===== config.mk =====
export PLATFORM = sky130hd
export DESIGN_NAME = ext_mem_strobe_select
export DESIGN_NICKNAME = d
export VERILOG_FILES = /design/src/emi_pkg.sv /design/src/sel_pin.sv /design/src/ext_mem_strobe_select.sv
export SDC_FILE = /design/constraint.sdc
export NUM_CORES = 1
export LEC_CHECK = 0
export CAP_MARGIN = 30
export CORE_AREA = 2 2 105 67
export CTS_BUF_LIST = sky130_fd_sc_hd__clkbuf_4
export DETAILED_ROUTE_END_ITERATION = 10
export DIE_AREA = 0 0 107 69
export DONT_BUFFER_PORTS = 1
export PLACE_DENSITY = 0.76
export SETUP_SLACK_MARGIN = 0.3
export SLEW_MARGIN = 25
export SYNTH_ARGS = -nofsm -noshare
export SYNTH_HDL_FRONTEND = slang
export SYNTH_HIERARCHICAL = 1
export SYNTH_SLANG_ARGS = --single-unit
export TNS_END_PERCENT = 1

===== constraint.sdc =====
create_clock -name clk -period 1.3 [get_ports clk]
set_clock_uncertainty 0.1 [all_clocks]
set_input_delay 0.195 -clock clk [delete_from_list [all_inputs] [get_ports clk]]
set_output_delay 0.195 -clock clk [all_outputs]
set_load 0.02 [all_outputs]

===== src/emi_pkg.sv =====
package emi_pkg;
   localparam int ADDR_W = 24;
   localparam int DATA_W = 16;
   // cycles a strobe stays low in one access
   localparam logic [1:0] STROBE_CYCLES = 2'h2;
   localparam logic [1:0] PORT_D_RESET  = 2'h0;
   localparam logic       DRIVE_RESET   = 1'b0;
   localparam logic       CS0_SEL_RESET = 1'b1;
   localparam logic       CS1_SEL_RESET = 1'b1;

   typedef struct packed {
      logic              write;
      logic              data_space;
      logic [ADDR_W-1:0] addr;
      logic [DATA_W-1:0] wdata;
   } mem_req_t;

   typedef struct packed {
      logic       pin_out;
      logic       pin_oe;
      logic       pullup_en;
   } pin_drive_t;
endpackage


===== src/sel_pin.sv =====
`timescale 1ns/10ps
`default_nettype none
// one shared select/port pin: memory select or general-purpose port bit
module sel_pin
   import emi_pkg::*;
(
   input  wire logic  chip_sel_mode,
   input  wire logic  bus_active,
   input  wire logic  sel_active_n,
   input  wire logic  idle_drive,
   input  wire logic  gpio_dir_out,
   input  wire logic  gpio_out,
   input  wire logic  gpio_pullup,
   output var pin_drive_t drive
);
   always_comb begin
      if (chip_sel_mode) begin
         drive.pin_out   = bus_active ? sel_active_n : 1'b1;
         drive.pin_oe    = bus_active | idle_drive;
         drive.pullup_en = gpio_pullup;
      end else begin
         drive.pin_out   = gpio_out;
         drive.pin_oe    = gpio_dir_out;
         drive.pullup_en = gpio_pullup;
      end
   end
endmodule
`default_nettype wire


===== src/ext_mem_strobe_select.sv =====
`timescale 1ns/10ps
`default_nettype none
module ext_mem_strobe_select
   import emi_pkg::*;
(
   input  wire logic              clk,
   input  wire logic              rst_b,
   input  wire logic              req_valid,
   input  wire mem_req_t          req,
   output logic                   req_ready,
   output logic                   rdata_valid,
   output logic [DATA_W-1:0]      rdata,
   input  wire logic              idle_bus_drive_bit,
   input  wire logic              pullup_ctrl_bit,
   input  wire logic [1:0]        port_d_pullup_reg,
   input  wire logic [1:0]        port_d_dir,
   input  wire logic [1:0]        port_d_out,
   input  wire logic [1:0]        chip_sel_mode_cfg,
   input  wire logic              chip_sel_mode_load,
   output logic [1:0]             port_d_in,
   output logic [ADDR_W-1:0]      external_address_bus,
   input  wire logic [DATA_W-1:0] data_in,
   output logic [DATA_W-1:0]      data_out,
   output logic                   data_oe,
   output logic                   wr_strobe_n,
   output logic                   wr_strobe_oe,
   output logic                   wr_strobe_pullup,
   output logic                   rd_strobe_n,
   output logic                   rd_strobe_oe,
   output logic                   program_space_sel_n,
   output logic                   chip_sel_zero_oe,
   output logic                   chip_sel_zero_pullup,
   output logic                   data_space_sel_n,
   output logic                   chip_sel_one_oe,
   output logic                   chip_sel_one_pullup
);
   typedef enum {IDLE, WRITE, READ} state_t;

   state_t            state_q, state_d;
   logic [1:0]        cnt_q, cnt_d;
   logic [ADDR_W-1:0] addr_q, addr_d;
   logic [DATA_W-1:0] wdata_q, wdata_d;
   logic [DATA_W-1:0] rdata_q, rdata_d;
   logic              rvalid_q, rvalid_d;
   logic              rd_tail_q, rd_tail_d;
   logic              dspace_q, dspace_d;
   logic [1:0]        mode_q, mode_d;
   logic [1:0]        sync1_q, sync2_q;
   logic [DATA_W-1:0] din1_q, din2_q;
   logic              active;
   pin_drive_t        cs0_drive, cs1_drive;

   always_comb begin
      state_d  = state_q;
      cnt_d    = cnt_q;
      addr_d   = addr_q;
      wdata_d  = wdata_q;
      rdata_d  = rdata_q;
      dspace_d = dspace_q;
      rvalid_d = 1'b0;
      rd_tail_d = 1'b0;
      mode_d   = chip_sel_mode_load ? chip_sel_mode_cfg : mode_q;
      // data pins lag two flops, so the word seen while the read strobe
      // was low is loaded into din2_q on the edge where the strobe rises and is taken one edge later
      if (rd_tail_q) begin
         rdata_d  = din2_q;
         rvalid_d = 1'b1;
      end
      case (state_q)
         IDLE: begin
            if (req_valid) begin
               addr_d   = req.addr;
               wdata_d  = req.wdata;
               dspace_d = req.data_space;
               cnt_d    = STROBE_CYCLES;
               state_d  = req.write ? WRITE : READ;
            end
         end
         WRITE: begin
            cnt_d = cnt_q - 2'h1;
            if (cnt_q == 2'h1) begin
               state_d = IDLE;
            end
         end
         READ: begin
            cnt_d = cnt_q - 2'h1;
            if (cnt_q == 2'h1) begin
               rd_tail_d = 1'b1;
               state_d   = IDLE;
            end
         end
         default: state_d = IDLE;
      endcase
   end

   always_ff @(posedge clk or negedge rst_b) begin
      if (!rst_b) begin
         state_q  <= IDLE;
         cnt_q    <= 2'h0;
         addr_q   <= '0;
         wdata_q  <= '0;
         rdata_q  <= '0;
         rvalid_q <= 1'b0;
         rd_tail_q <= 1'b0;
         dspace_q <= 1'b0;
         mode_q   <= {CS1_SEL_RESET, CS0_SEL_RESET};
         sync1_q  <= 2'h0;
         sync2_q  <= 2'h0;
         din1_q   <= '0;
         din2_q   <= '0;
      end else begin
         state_q  <= state_d;
         cnt_q    <= cnt_d;
         addr_q   <= addr_d;
         wdata_q  <= wdata_d;
         rdata_q  <= rdata_d;
         rvalid_q <= rvalid_d;
         rd_tail_q <= rd_tail_d;
         dspace_q <= dspace_d;
         mode_q   <= mode_d;
         sync1_q  <= {data_space_sel_n, program_space_sel_n};
         sync2_q  <= sync1_q;
         din1_q   <= data_in;
         din2_q   <= din1_q;
      end
   end

   assign active               = (state_q != IDLE);
   assign req_ready            = !active;
   assign rdata_valid          = rvalid_q;
   assign rdata                = rdata_q;
   assign external_address_bus = addr_q;
   assign wr_strobe_n          = !(state_q == WRITE);
   assign rd_strobe_n          = !(state_q == READ);
   assign wr_strobe_oe         = active | idle_bus_drive_bit;
   assign rd_strobe_oe         = active | idle_bus_drive_bit;
   assign wr_strobe_pullup     = !pullup_ctrl_bit;
   assign data_out             = wdata_q;
   assign data_oe              = (state_q == WRITE);
   // select pins readback, sampled through two flops
   assign port_d_in            = sync2_q;

   sel_pin u_cs0 (
      .chip_sel_mode (mode_q[0]),
      .bus_active    (active),
      .sel_active_n  (dspace_q),
      .idle_drive    (idle_bus_drive_bit),
      .gpio_dir_out  (port_d_dir[0]),
      .gpio_out      (port_d_out[0]),
      .gpio_pullup   (port_d_pullup_reg[0]),
      .drive         (cs0_drive)
   );

   sel_pin u_cs1 (
      .chip_sel_mode (mode_q[1]),
      .bus_active    (active),
      .sel_active_n  (!dspace_q),
      .idle_drive    (idle_bus_drive_bit),
      .gpio_dir_out  (port_d_dir[1]),
      .gpio_out      (port_d_out[1]),
      .gpio_pullup   (port_d_pullup_reg[1]),
      .drive         (cs1_drive)
   );

   assign program_space_sel_n  = cs0_drive.pin_out;
   assign chip_sel_zero_oe     = cs0_drive.pin_oe;
   assign chip_sel_zero_pullup = cs0_drive.pullup_en;
   assign data_space_sel_n     = cs1_drive.pin_out;
   assign chip_sel_one_oe      = cs1_drive.pin_oe;
   assign chip_sel_one_pullup  = cs1_drive.pullup_en;
endmodule
`default_nettype wire


# == After elaboration in Yosys (flattened, before gate mapping) ==
# Cells that the tools add are included.
# op_classes
bitwise,1
add_sub_neg,1
n_lt_le_gt_ge,0
n_mux,13
eq_ne,7
n_div,0
shifts,0
multipliers,0
reduce_logical,12
# ops
op,n
$eq 32x2->1 const B,2
$mux 32,2
$pmux 32 s2,1
$eq 32x1->1 const B,1
$eq 32x3->1 const B,1
$logic_not 32->1,1
$reduce_bool 32->1,1
$mux 3,2
$reduce_and 2->1,3
$logic_not 1->1,5
$mux 1,5
$mux 2,2
$pmux 2 s2,1
$eq 2x1->1 const B,1
$ne 2x1->1 const B,1
$ne 2x2->1 const B,1
$reduce_bool 2->1,1
$reduce_or 2->1,1
$sub 2x1->2 const B,1
$or 1x1->1,1
# word_totals
in_bits,72
mem_bits_ro,0
latchBits,0
memories,0
mem_bits_rw,0
word_cells,47
output_inout_bits,72
reg_bits,131

# == Logic depth before layout (Yosys ltp) ==
# Gate-level depths: netlist of the first run.
# logic_depth
depth_word,4
mapped_depth,5
depth_no_buf,5

# == Cells and area by module ==
# The synthesis of the first run kept the hierarchy.
# by_module_without_submodules
mod,seq_area_each_um2,n_inst,cells_each,area_per_inst_um2
ext_mem_strobe_select,2529.9,1,196,3598.5
sel_pin,0.0,2,7,33.8

# == Least setup slack after synthesis of the first run ==
# No wires, ideal clock.
# synth_timing
path_kind,reg-to-reg
start,reg state_q[0]
end,"reg wdata_q[0], in the netlist data_out[0]"
path_stages_with_launch,6
path_buffers,1
arrival_ns,1.253
required_ns,1.075
path_slack_ns,-0.178
setup_time_ns,0.125
synth_period_minus_slack_ns,1.478
path_cell_list,dfrtp_1 inv_1 ha_1 nand2_2 buf_6 mux2_4
# synth_between
elab_chain_cells,2
# synth_rtl
item,line_no,source
"start, declared",ext_mem_strobe_select.sv:39,"state_t state_q, state_d;"
"start signal, assigned",ext_mem_strobe_select.sv:112,state_q <= state_d;
$logic_not 32->1,ext_mem_strobe_select.sv:69,case (state_q)
$reduce_and 2->1 (no source line),--,
"end signal, assigned",ext_mem_strobe_select.sv:115,wdata_q <= wdata_d;
"end, declared",ext_mem_strobe_select.sv:42,"logic [DATA_W-1:0] wdata_q, wdata_d;"
# No other way between the ends.
# A chain may end at the register's enable or synchronous reset.

# == Worst setup path after layout of the first run ==
# layout_timing
start,reg state_q[0]
end,out chip_sel_zero_oe
# layout_between
elab_chain_cells,3
# layout_rtl
item,line_no,source
$reduce_bool 32->1,ext_mem_strobe_select.sv:128,assign active = (state_q != IDLE);
via active,ext_mem_strobe_select.sv:50,logic active;
$or 1x1->1,sel_pin.sv:19,drive.pin_oe = bus_active | idle_drive;
$mux 3,sel_pin.sv:17,if (chip_sel_mode) begin
"end, declared",ext_mem_strobe_select.sv:31,"output logic chip_sel_zero_oe,"
# The timed path passes the listed nets, and every way through them passes these cells.

==> results.tsv, run 1 <==
stage	metric	value	unit
yosys	synth.top_cell.area_share	67.6	%
final_layout	layout_common_cells	dfrtp_1, dlygate4sd3_1, mux2_4	
final_layout	final_common_cell	dfrtp_1	
power_and_ir_drop	finalPower	0.0112	W
sta	final-setup-viol-count	55	
yosys	synthAdderAreaFrac	1.71	%
place	dp_hpwl	4130	um
die	initial_utilization	57.1	%
worst_hold_path	holdCritPathClass	input pin to asynchronous set/reset pin	
worst_setup_path	reg2reg_slack	-0.24	ns
final_layout	postLayoutCoreUtil	76.0	%
clocking	root_buffer	clkbuf_4	
die	die_w	107	um
worst_setup_path	slowest_delay	0.38	ns
sta	hold_slack	-0.677	ns
yosys	yosys-mux-area-fraction	22.4	%
grt	grt_max_degree	102	
die	fp.dieArea	7380	um2
worst_setup_path	critical_path.max_fanout	4	
sta	timing.setup.tns	-12.70	ns
power_and_ir_drop	p_seq_share	55.0	%
worst_setup_path	r2r_end	external_address_bus[18]$_DFFE_PN0P_	
grt	grt_most_used_layer	met2	
detailed_routing	ant_nets	0	
die	ioPinCount	144	
power_and_ir_drop	p_clk_share	13.3	%
clocking	cts_hold_buf	62	
die	die_h	69	um
grt	antenna_found_initial	0	
grt	grt_util_met1	25.7	%
grt	grt_pass1_wl	11100	um
grt	globalRouteMet3Util	8.80	%
grt	gr-usage-all-layers	19.9	%
final_layout	antenna_cells	0	
grt	met2_usage	30.5	%
sta	worst_pin_slew	0.260	ns
sta	fin_crit	1.69	ns
worst_setup_path	cp_top_family	flip-flops	
yosys	syn-cell-area	3670	um2
sta	post-route-period-util	130	%
sta	rsz0062_at_grt	yes	
clocking	cts_tree	built	
sta	drv_slew	0	
yosys	syn_nets	287	
sta	fmax	591	MHz
detailed_routing	vias_per_cell	5.01	
yosys	synthCells	210	
worst_setup_path	startpoint_type	flop	
grt	grt_pass1_vias	2154	
worst_setup_path	cp-end-kind	output port	
power_and_ir_drop	pwr-share-comb	31.7	%
worst_setup_path	cp-startpoint	state_q[0]$_DFFE_PN0P_	
detailed_routing	finalWirelength	7160	um
clocking	clk_path_buf_depth	2	
worst_setup_path	critPathKind	flop to output port	
yosys	yosys_warnings	6	
yosys	synth_area_leader_cell	dfrtp_1	
final_layout	nets	369	
worst_setup_path	worst-path-buf-inv	2	
sta	hold_viol	103	
die	coreArea	6420	um2
yosys	ys_ff_latch	101	
run_status	status	complete, but fails checks	
worst_setup_path	r2r-start	state_q[0]$_DFFE_PN0P_	
worst_setup_path	critPathArrivalTime	1.40	ns
clocking	cts_buffers	9	
power_and_ir_drop	swShare	37.8	%
yosys	synth.top_cells.by_area	dfrtp_1, mux2_4, mux2_2	
yosys	avgSynthCellArea	17.5	um2
worst_setup_path	reg2reg_depth	6	
clocking	htree_levels	3	
sta	maxSlewHeadroom	82.7	%
power_and_ir_drop	p_sw	0.00423	W
detailed_routing	drtPass1Iterations	4	
sta	layout_setup_ws	-0.391	ns
detailed_routing	drtIter0Drc	39	
worst_setup_path	critPathRequiredTime	1.00	ns
detailed_routing	wl_per_cell	18.7	um
place	finalWeightedCongestion	0.738	
yosys	seq_area_frac_synth	69.0	%
grt	grt_overflow_total	0	
clocking	insertion_delay	0.42	ns
final_layout	syn2layout_area_growth	33.0	%
clocking	clk_pin_slew_worst_paths	0.17	ns
power_and_ir_drop	power_density	2290	nW/um2
final_layout	n_fill_cell	334	
power_and_ir_drop	p_leak	2.25	nW
clocking	cts_sinks	101	
final_layout	drive_above_1_share	47.5	%
yosys	yosys.area_share.simple	1.64	%
flow_run	maxCapViolCount	0	
worst_setup_path	slowest_stage	dfrtp_1	
yosys	synth_top_family_by_area	multiplexers	
run_status	failed_checks	negative hold slack, negative setup slack	
yosys	synth-compound-area-share	1.84	%
yosys	synthXorXnorAreaFrac	0	%
power_and_ir_drop	max-vdd-ir-drop	1280	uV
detailed_routing	vias	1923	
die	core.rowCount	23	
power_and_ir_drop	p_int	0.00696	W
yosys	synth_cell_types	23	
place	numPortBuffers	0	
worst_setup_path	crit_chain	inv_2 -> ha_4 -> inv_4 -> nor2_2 -> a21oi_4	
detailed_routing	drc	0	
==> Yosys cell counts <==
library cell  instances
dfrtp_1              99
mux2_4               39
mux2_2               20
inv_1                12
nor2_1                6
ha_1                  5
buf_4                 4
buf_6                 4
o21ai_0               4
a21oi_1               2
a31oi_1               2
dfstp_2               2
a2bb2oi_1             1
and2_1                1
and2b_1               1
buf_2                 1
mux2i_1               1
nand2_1               1
nand2_2               1
nor2b_1               1
o31ai_1               1
o41ai_1               1
or2b_1                1
==> routing by layer <==
layer / share of wire (%) / wire [um] / up-vias
met4: 0.82 / 59 / 0
met1: 42 / 2980 / 963
met5: 0 / 0 / -
met2: 48 / 3460 / 90
li1: - / - / 865
met3: 9.3 / 663 / 5
==> power groups by stage <==
stage	sequential, W	clock (W)	combinational [W]
after detailed placement	0.00610	0	0.00287
after floorplan	0.00586	0	0.00245
final	0.00615	0.00149	0.00355
after CTS	0.00613	0.00155	0.00329
after global placement	0.00610	0	0.00275
after global routing	0.00628	0.00168	0.00379
==> cells by family (layout without fill, tap and decap cells) <==
logic type	count (synthesis)	count (layout)
mux	60	60
buf+inv	21	108
compound gates	11	11
simple gates	12	12
fa+ha+maj	5	5
flops	101	101
==> metrics by stage <==
stage / setup slack, ns / cell area (um2) / hold WS [ns] / instances
5_1_grt: -0.489 / 4880 / -0.734 / 384
3_3_place_gp: -0.110 / 3870 / -0.199 / 300
4_1_cts: -0.432 / 4730 / -0.711 / 379
3_5_place_dp: -0.142 / 3870 / -0.199 / 300
2_1_floorplan: -0.0773 / 3720 / -0.201 / 210
6_report: -0.391 / 4880 / -0.677 / 384
==> timing repair <==
action,4_1_cts,5_1_grt
pin swaps,3,6
gates resized for setup,44,25
setup buffers,1,5
setup endpoints to repair,133,133
endpoints found under the hold margin,166,103
==> how the worst max path moves through the flow <==
stage	to	slack, ns	depth (start not counted)
floorplan	data_out[0]$_DFFE_PN0P_	-0.08	5
global placement	data_out[0]$_DFFE_PN0P_	-0.11	5
detailed placement	data_out[1]$_DFFE_PN0P_	-0.14	5
CTS	req_ready	-0.43	5
global route	chip_sel_zero_oe	-0.49	5
finish	chip_sel_zero_oe	-0.39	5
==> state kept, by name (all words and copies together), names as in the netlist, 2 cells and up <==
register and cells:
rdata 16, din2_q 16, mode_q 2, external_address_bus 24, cnt_q 2, din1_q 16
port_d_in 2, data_out 16, state_q 2, sync1_q 2
==> worst reg2reg max path: cells and delay by family (launching register included) <==
family / cells / cell delay [ns]
muxes: 1 / 0.32
buffers and inverters: 3 / 0.40
adders and majority gates: 1 / 0.17
and+or+nand+nor: 1 / 0.08
DFF: 1 / 0.38
==> layout make-up <==
class | count | area, um2 | area share (%)
inverters | 12 | 47.5 | 0.975
clock inverters | 6 | 55.1 | 1.13
multi-input cells | 88 | 1210 | 24.7
repair buffers | 80 | 825 | 16.9
well taps | 87 | 109 | 2.23
flip-flops and latches | 101 | 2560 | 52.5
clock buffers | 10 | 75.1 | 1.54
No activity file was read; power rests on OpenSTA's default activity.
==> run 2, diff against run 1 <==
Settings changed: CORE_AREA 2 2 105 67 to 2 2 70 99, DIE_AREA 0 0 107 69 to 0 0 72 101.
==> run 2 against run 1 <==
- the flow still finishes with violations (negative hold slack, negative setup slack)
- setup slack got worse by 0.034 ns
- global-route usage increased by 1.3 points
- sequential share of layout area decreased by 0.053 points
- routed wire length increased by 5.4%
- flip-flop and latch count unchanged
- fmax decreased by 2.0%
- highest routed layer unchanged
- power increased by 2.1%
- largest cell class unchanged
- die area decreased by 1.5%
==> results.tsv, run 2 (synthesized netlist as in run 1, its figures left out) <==
stage	metric	value	unit	change
run_status	status	complete, but fails checks		unchanged
run_status	failed_checks	negative hold slack, negative setup slack		unchanged
die	initial_utilization	56.9	%	was 57.1%
final_layout	drive_above_1_share	47.1	%	was 47.5%
sta	layout_setup_ws	-0.425	ns	was -0.391 ns
detailed_routing	met2_length	4140	um	was 3460 um
detailed_routing	drc	0		unchanged
place	placed_cell_area	3870	um2	about the same
grt	grt_pass1_vias	2237		was 2154
die	core.rowCount	35		was 23
die	die_h	101	um	was 69 um
flow_run	maxCapViolCount	0		unchanged
power_and_ir_drop	max-vdd-ir-drop	1520	uV	was 1280 uV
final_layout	final_common_cell	dfrtp_1		unchanged
sta	fmax	580	MHz	was 591 MHz
detailed_routing	finalWirelength	7550	um	was 7160 um
place	post-place-cells	291		was 300
sta	timing.setup.tns	-15.43	ns	was -12.70 ns
detailed_routing	wl_per_cell	20.3	um	was 18.7 um
detailed_routing	route.top_layer_used	met4		unchanged
worst_setup_path	reg2reg_depth	6		unchanged
worst_setup_path	setup.worst_path.end	rd_strobe_oe		was chip_sel_zero_oe
sta	worst_pin_slew	0.401	ns	was 0.260 ns
worst_hold_path	holdCritPathClass	input pin to asynchronous set/reset pin		unchanged
clocking	cts_buffers	9		unchanged
worst_setup_path	cp-end-kind	output port		unchanged
worst_setup_path	cp-startpoint	state_q[1]$_DFFE_PN0P_		was state_q[0]$_DFFE_PN0P_
grt	grt_max_degree	102		unchanged
final_layout	n_fill_cell	363		was 334
grt	gr-usage-all-layers	21.2	%	was 19.9%
sta	final-setup-viol-count	55		unchanged
detailed_routing	drtIter0Drc	55		was 39
sta	rsz0062_at_grt	yes		unchanged
grt	grt_pass1_wl	11400	um	was 11100 um
die	fp.dieArea	7270	um2	was 7380 um2
detailed_routing	met1_length	2690	um	was 2980 um
clocking	root_buffer	clkbuf_4		unchanged
sta	maxSlewHeadroom	73.1	%	was 82.7%
final_layout	final-seq-area	2560	um2	about the same
final_layout	nets	370		was 369
clocking	clk_path_buf_depth	2		unchanged
worst_setup_path	r2r-start	state_q[0]$_DFFE_PN0P_		unchanged
grt	antenna_found_initial	0		unchanged
detailed_routing	drtPass1Iterations	3		was 4
sta	hold_viol	103		unchanged
clocking	clk_pin_slew_worst_paths	0.16	ns	was 0.17 ns
clocking	cts_sinks	101		unchanged
worst_setup_path	startpoint_type	flop		unchanged
sta	hold_slack	-0.676	ns	was -0.677 ns
final_layout	antenna_cells	0		unchanged
final_layout	multi_input_area	1230	um2	was 1210 um2
detailed_routing	vias	1983		was 1923
place	dp_hpwl	4370	um	was 4130 um
final_layout	syn2layout_area_growth	33.1	%	was 33.0%
clocking	insertion_delay	0.44	ns	was 0.42 ns
worst_setup_path	critPathArrivalTime	1.43	ns	was 1.40 ns
worst_setup_path	critPathKind	flop to output port		unchanged
grt	grt_overflow_total	0		unchanged
place	numPortBuffers	0		unchanged
final_layout	layout_common_cells	dfrtp_1, dlygate4sd3_1, mux2_4		unchanged
place	finalWeightedCongestion	0.743		was 0.738
sta	fin_crit	1.73	ns	was 1.69 ns
final_layout	final_area	4880	um2	about the same
sta	drv_slew	0		unchanged
power_and_ir_drop	finalPower	0.0114	W	was 0.0112 W
detailed_routing	vias_per_cell	5.35		was 5.01
final_layout	largest_register_ffs	24		unchanged
worst_setup_path	r2r_end	external_address_bus[15]$_DFFE_PN0P_		was external_address_bus[18]$_DFFE_PN0P_
die	ioPinCount	144		unchanged
final_layout	final-instance-count-excl-fill	371		was 384
sta	post-route-period-util	133	%	was 130%
clocking	cts_hold_buf	62		unchanged
place	place_ws	-0.192	ns	was -0.142 ns
power_and_ir_drop	power_density	2340	nW/um2	was 2290 nW/um2
die	die_w	72	um	was 107 um
clocking	htree_levels	3		unchanged
detailed_routing	wl_met3	499	um	was 663 um
worst_setup_path	critPathRequiredTime	1.00	ns	about the same
worst_setup_path	critical_path.max_fanout	3		was 4
die	coreArea	6440	um2	was 6420 um2
power_and_ir_drop	p_leak	2.24	nW	was 2.25 nW
clocking	cts_tree	built		unchanged
detailed_routing	ant_nets	0		unchanged
worst_setup_path	reg2reg_slack	-0.31	ns	was -0.24 ns
run 2: repair_timing:
action	in CTS	in global routing
pin swaps	5	4
setup endpoints to repair	133	134
hold endpoints to repair	166	103
setup buffers	3	0
resized for setup	55	21
run 2: layer usage:
layer	global-route usage [%]	vias up
li1	-	872
met1	23.0	997
met2	36.8	94
met3	7.30	20
met4	10.2	0
met5	0	-
run 2: stage by stage:
step           hold WS [ns]  util, %
2_1_floorplan        -0.201        -
3_3_place_gp         -0.199     60.1
3_5_place_dp         -0.198     60.1
4_1_cts              -0.703     74.9
5_1_grt              -0.720     75.8
6_report             -0.676     75.8
run 2: worst max-delay path: stages (launching register included):
cell and delay [ns]:
dfrtp_1 0.41, inv_2 0.09, ha_4 0.16, or2b_4 0.33
run 2: cell type report:
type,count,share of cell area (%)
inverters,12,1.08
well taps,74,1.90
multi-input cells,88,25.1
flip-flops and latches,101,52.4
repair buffers,81,16.9
clock inverters,6,1.15
clock buffers,9,1.38
run 2: how the worst min path moves through the flow:
stage | from | end | slack (ns)
floorplan | rst_b | cnt_q[0]$_DFFE_PN0P_ | -0.20
global placement | rst_b | external_address_bus[19]$_DFFE_PN0P_ | -0.20
detailed placement | rst_b | external_address_bus[19]$_DFFE_PN0P_ | -0.20
CTS | rst_b | data_out[13]$_DFFE_PN0P_ | -0.70
global route | rst_b | data_out[13]$_DFFE_PN0P_ | -0.72
finish | rst_b | data_out[13]$_DFFE_PN0P_ | -0.68
run 2: power by group:
part	total [W]	switching (W)	internal [W]
Sequential	0.00617	0.00193	0.00424
Clock	0.00147	0.00104	0.000424
Combinational	0.00378	0.00144	0.00234
Total	0.0114	0.00442	0.00700
==> run 3, diff against run 2 <==
Settings changed: CORE_AREA 2 2 70 99 to 2 2 75 92, DIE_AREA 0 0 72 101 to 0 0 77 94, MAX_ROUTING_LAYER set to met4.
==> run 3 against run 2 <==
- the run still ends with negative hold slack, negative setup slack left
- final area decreased by 0.97%
- via count fell by 1.6%
- global-route usage rose by 0.20 points
==> results.tsv, run 3 (synthesized netlist as in run 1, its figures left out) <==
stage	metric	value	unit	change
power_and_ir_drop	p_seq_share	54.9	%	was 54.0%
detailed_routing	wl_per_cell	19.4	um	was 20.3 um
clocking	cts_sinks	101		unchanged
place	placed_cell_area	3890	um2	was 3870 um2
sta	maxSlewHeadroom	79.2	%	was 73.1%
detailed_routing	drtPass1Iterations	5		was 3
place	numPortBuffers	0		unchanged
sta	hold_slack	-0.672	ns	was -0.676 ns
clocking	insertion_delay	0.43	ns	was 0.44 ns
power_and_ir_drop	finalPower	0.0112	W	was 0.0114 W
die	fp.dieArea	7240	um2	was 7270 um2
power_and_ir_drop	p_sw	0.00429	W	was 0.00442 W
worst_setup_path	cp-end-kind	output port		unchanged
detailed_routing	vias_per_cell	5.16		was 5.35
run_status	status	complete, but fails checks		unchanged
place	finalWeightedCongestion	0.743		about the same
clocking	cts_buffers	9		unchanged
detailed_routing	ant_nets	0		unchanged
detailed_routing	finalWirelength	7320	um	was 7550 um
power_and_ir_drop	swShare	38.4	%	was 38.7%
final_layout	drive_above_1_share	43.7	%	was 47.1%
die	ioPinCount	144		unchanged
detailed_routing	drtIter0Drc	88		was 55
worst_setup_path	critPathRequiredTime	1.00	ns	about the same
grt	grt_max_degree	102		unchanged
power_and_ir_drop	p_clk_share	13.1	%	was 12.8%
worst_setup_path	startpoint_type	flop		unchanged
die	core.rowCount	32		was 35
worst_setup_path	critical_path.max_fanout	3		unchanged
sta	fmax	579	MHz	was 580 MHz
clocking	clk_path_buf_depth	2		unchanged
final_layout	syn2layout_area_growth	31.8	%	was 33.1%
power_and_ir_drop	p_int	0.00690	W	was 0.00700 W
flow_run	maxCapViolCount	0		unchanged
final_layout	layout_common_cells	dfrtp_1, dlygate4sd3_1, mux2_4		unchanged
sta	layout_setup_ws	-0.428	ns	was -0.425 ns
clocking	clk_pin_slew_worst_paths	0.17	ns	was 0.16 ns
die	die_w	77	um	was 72 um
power_and_ir_drop	pwr-share-comb	31.9	%	was 33.1%
die	initial_utilization	58.0	%	was 56.9%
final_layout	postLayoutCoreUtil	76.4	%	was 75.8%
sta	worst_pin_slew	0.312	ns	was 0.401 ns
sta	fin_crit	1.73	ns	about the same
grt	gr-usage-all-layers	21.4	%	was 21.2%
sta	rsz0062_at_grt	yes		unchanged
clocking	root_buffer	clkbuf_4		unchanged
grt	grt_pass1_vias	2162		was 2237
detailed_routing	vias	1951		was 1983
power_and_ir_drop	p_leak	2.23	nW	was 2.24 nW
clocking	htree_levels	3		unchanged
grt	grt_pass1_wl	11300	um	was 11400 um
clocking	cts_tree	built		unchanged
die	die_h	94	um	was 101 um
sta	final-setup-viol-count	55		unchanged
sta	post-route-period-util	133	%	about the same
worst_setup_path	critPathArrivalTime	1.43	ns	about the same
final_layout	nets	366		was 370
power_and_ir_drop	max-vdd-ir-drop	1680	uV	was 1520 uV
final_layout	final_common_cell	dfrtp_1		unchanged
final_layout	antenna_cells	0		unchanged
sta	drv_slew	0		unchanged
power_and_ir_drop	power_density	2320	nW/um2	was 2340 nW/um2
grt	grt_overflow_total	0		unchanged
final_layout	largest_register_ffs	24		unchanged
sta	hold_viol	103		unchanged
detailed_routing	drc	0		unchanged
worst_hold_path	holdCritPathClass	input pin to asynchronous set/reset pin		unchanged
place	dp_hpwl	4530	um	was 4370 um
grt	antenna_found_initial	0		unchanged
worst_setup_path	reg2reg_slack	-0.27	ns	was -0.31 ns
die	coreArea	6330	um2	was 6440 um2
clocking	cts_hold_buf	62		unchanged
worst_setup_path	critPathKind	flop to output port		unchanged
run_status	failed_checks	negative hold slack, negative setup slack		unchanged
final_layout	final_area	4830	um2	was 4880 um2
[run 3: cell types whose count changed in the layout (fill, tap and decap cells not counted), moves of 2 or more]
cell,before,now
buf_6,10,6
buf_12,2,4
buf_4,7,5
inv_4,3,1
inv_6,1,4
dfrtp_2,22,18
dfrtp_1,77,81
[run 3: cell type report]
| cell class | count | area, um2 |
|---|---|---|
| Sequential cell | 101 | 2550 |
| Fill cell | 389 | 1500 |
| Multi-Input combinational cell | 88 | 1190 |
| Timing Repair Buffer | 77 | 806 |
| Tap cell | 85 | 106 |
| Clock buffer | 9 | 67.6 |
| Clock inverter | 6 | 53.8 |
| Inverter | 12 | 52.6 |
[run 3: power groups by stage]
stage	Combinational (W)	Clock (W)	Sequential [W]
final	0.00357	0.00147	0.00615
after CTS	0.00349	0.00151	0.00613
after global placement	0.00280	0	0.00609
after detailed placement	0.00292	0	0.00612
after floorplan	0.00245	0	0.00586
after global routing	0.00381	0.00165	0.00625
[run 3: layer usage]
metal / part of all wire, % / up-vias / GRT usage (%)
li1: - / 858 / -
met1: 37 / 996 / 24.4
met2: 56 / 82 / 36.5
met3: 5.0 / 15 / 4.71
met4: 2.1 / 0 / 9.82
met5: 0 / - / -
[run 3: critical path: stages (launching register included)]
cell	delay (ns)
dfrtp_1	0.39
inv_2	0.06
buf_4	0.15
ha_4	0.17
buf_4	0.13
buf_6	0.12
[run 3: path summary, 6_finish.rpt]
path	startpoint	endpoint	depth (start not counted)
setup reg to reg	state_q[1]$_DFFE_PN0P_	external_address_bus[8]$_DFFE_PN0P_	6
setup / recovery	state_q[0]$_DFFE_PN0P_	req_ready	5
hold / removal	rst_b	rdata[3]$_DFFE_PN0P_	0
min in group clk	port_d_out[1]	sync1_q[1]$_DFF_PN0_	2
max in group asynchronous	rst_b	mode_q[0]$_DFFE_PN1P_	0
hold reg to reg	din1_q[9]$_DFF_PN0_	din2_q[9]$_DFF_PN0_	0
[run 3: metrics by stage]
stage | setup slack [ns] | cells | setup TNS (ns)
3_3_place_gp | -0.0895 | 300 | -3.17
3_5_place_dp | -0.108 | 300 | -4.04
2_1_floorplan | -0.0773 | 210 | -3.08
6_report | -0.428 | 378 | -14.11
4_1_cts | -0.439 | 378 | -13.61
5_1_grt | -0.531 | 378 | -17.19
[run 3: what timing repair did]
item / in CTS / in global routing
endpoints found under the setup margin: 133 / 135
hold endpoints to repair: 166 / 103
pin swaps: 4 / 0
cloned: 0 / 0
setup buffers: 1 / 0
resized for setup: 50 / 13
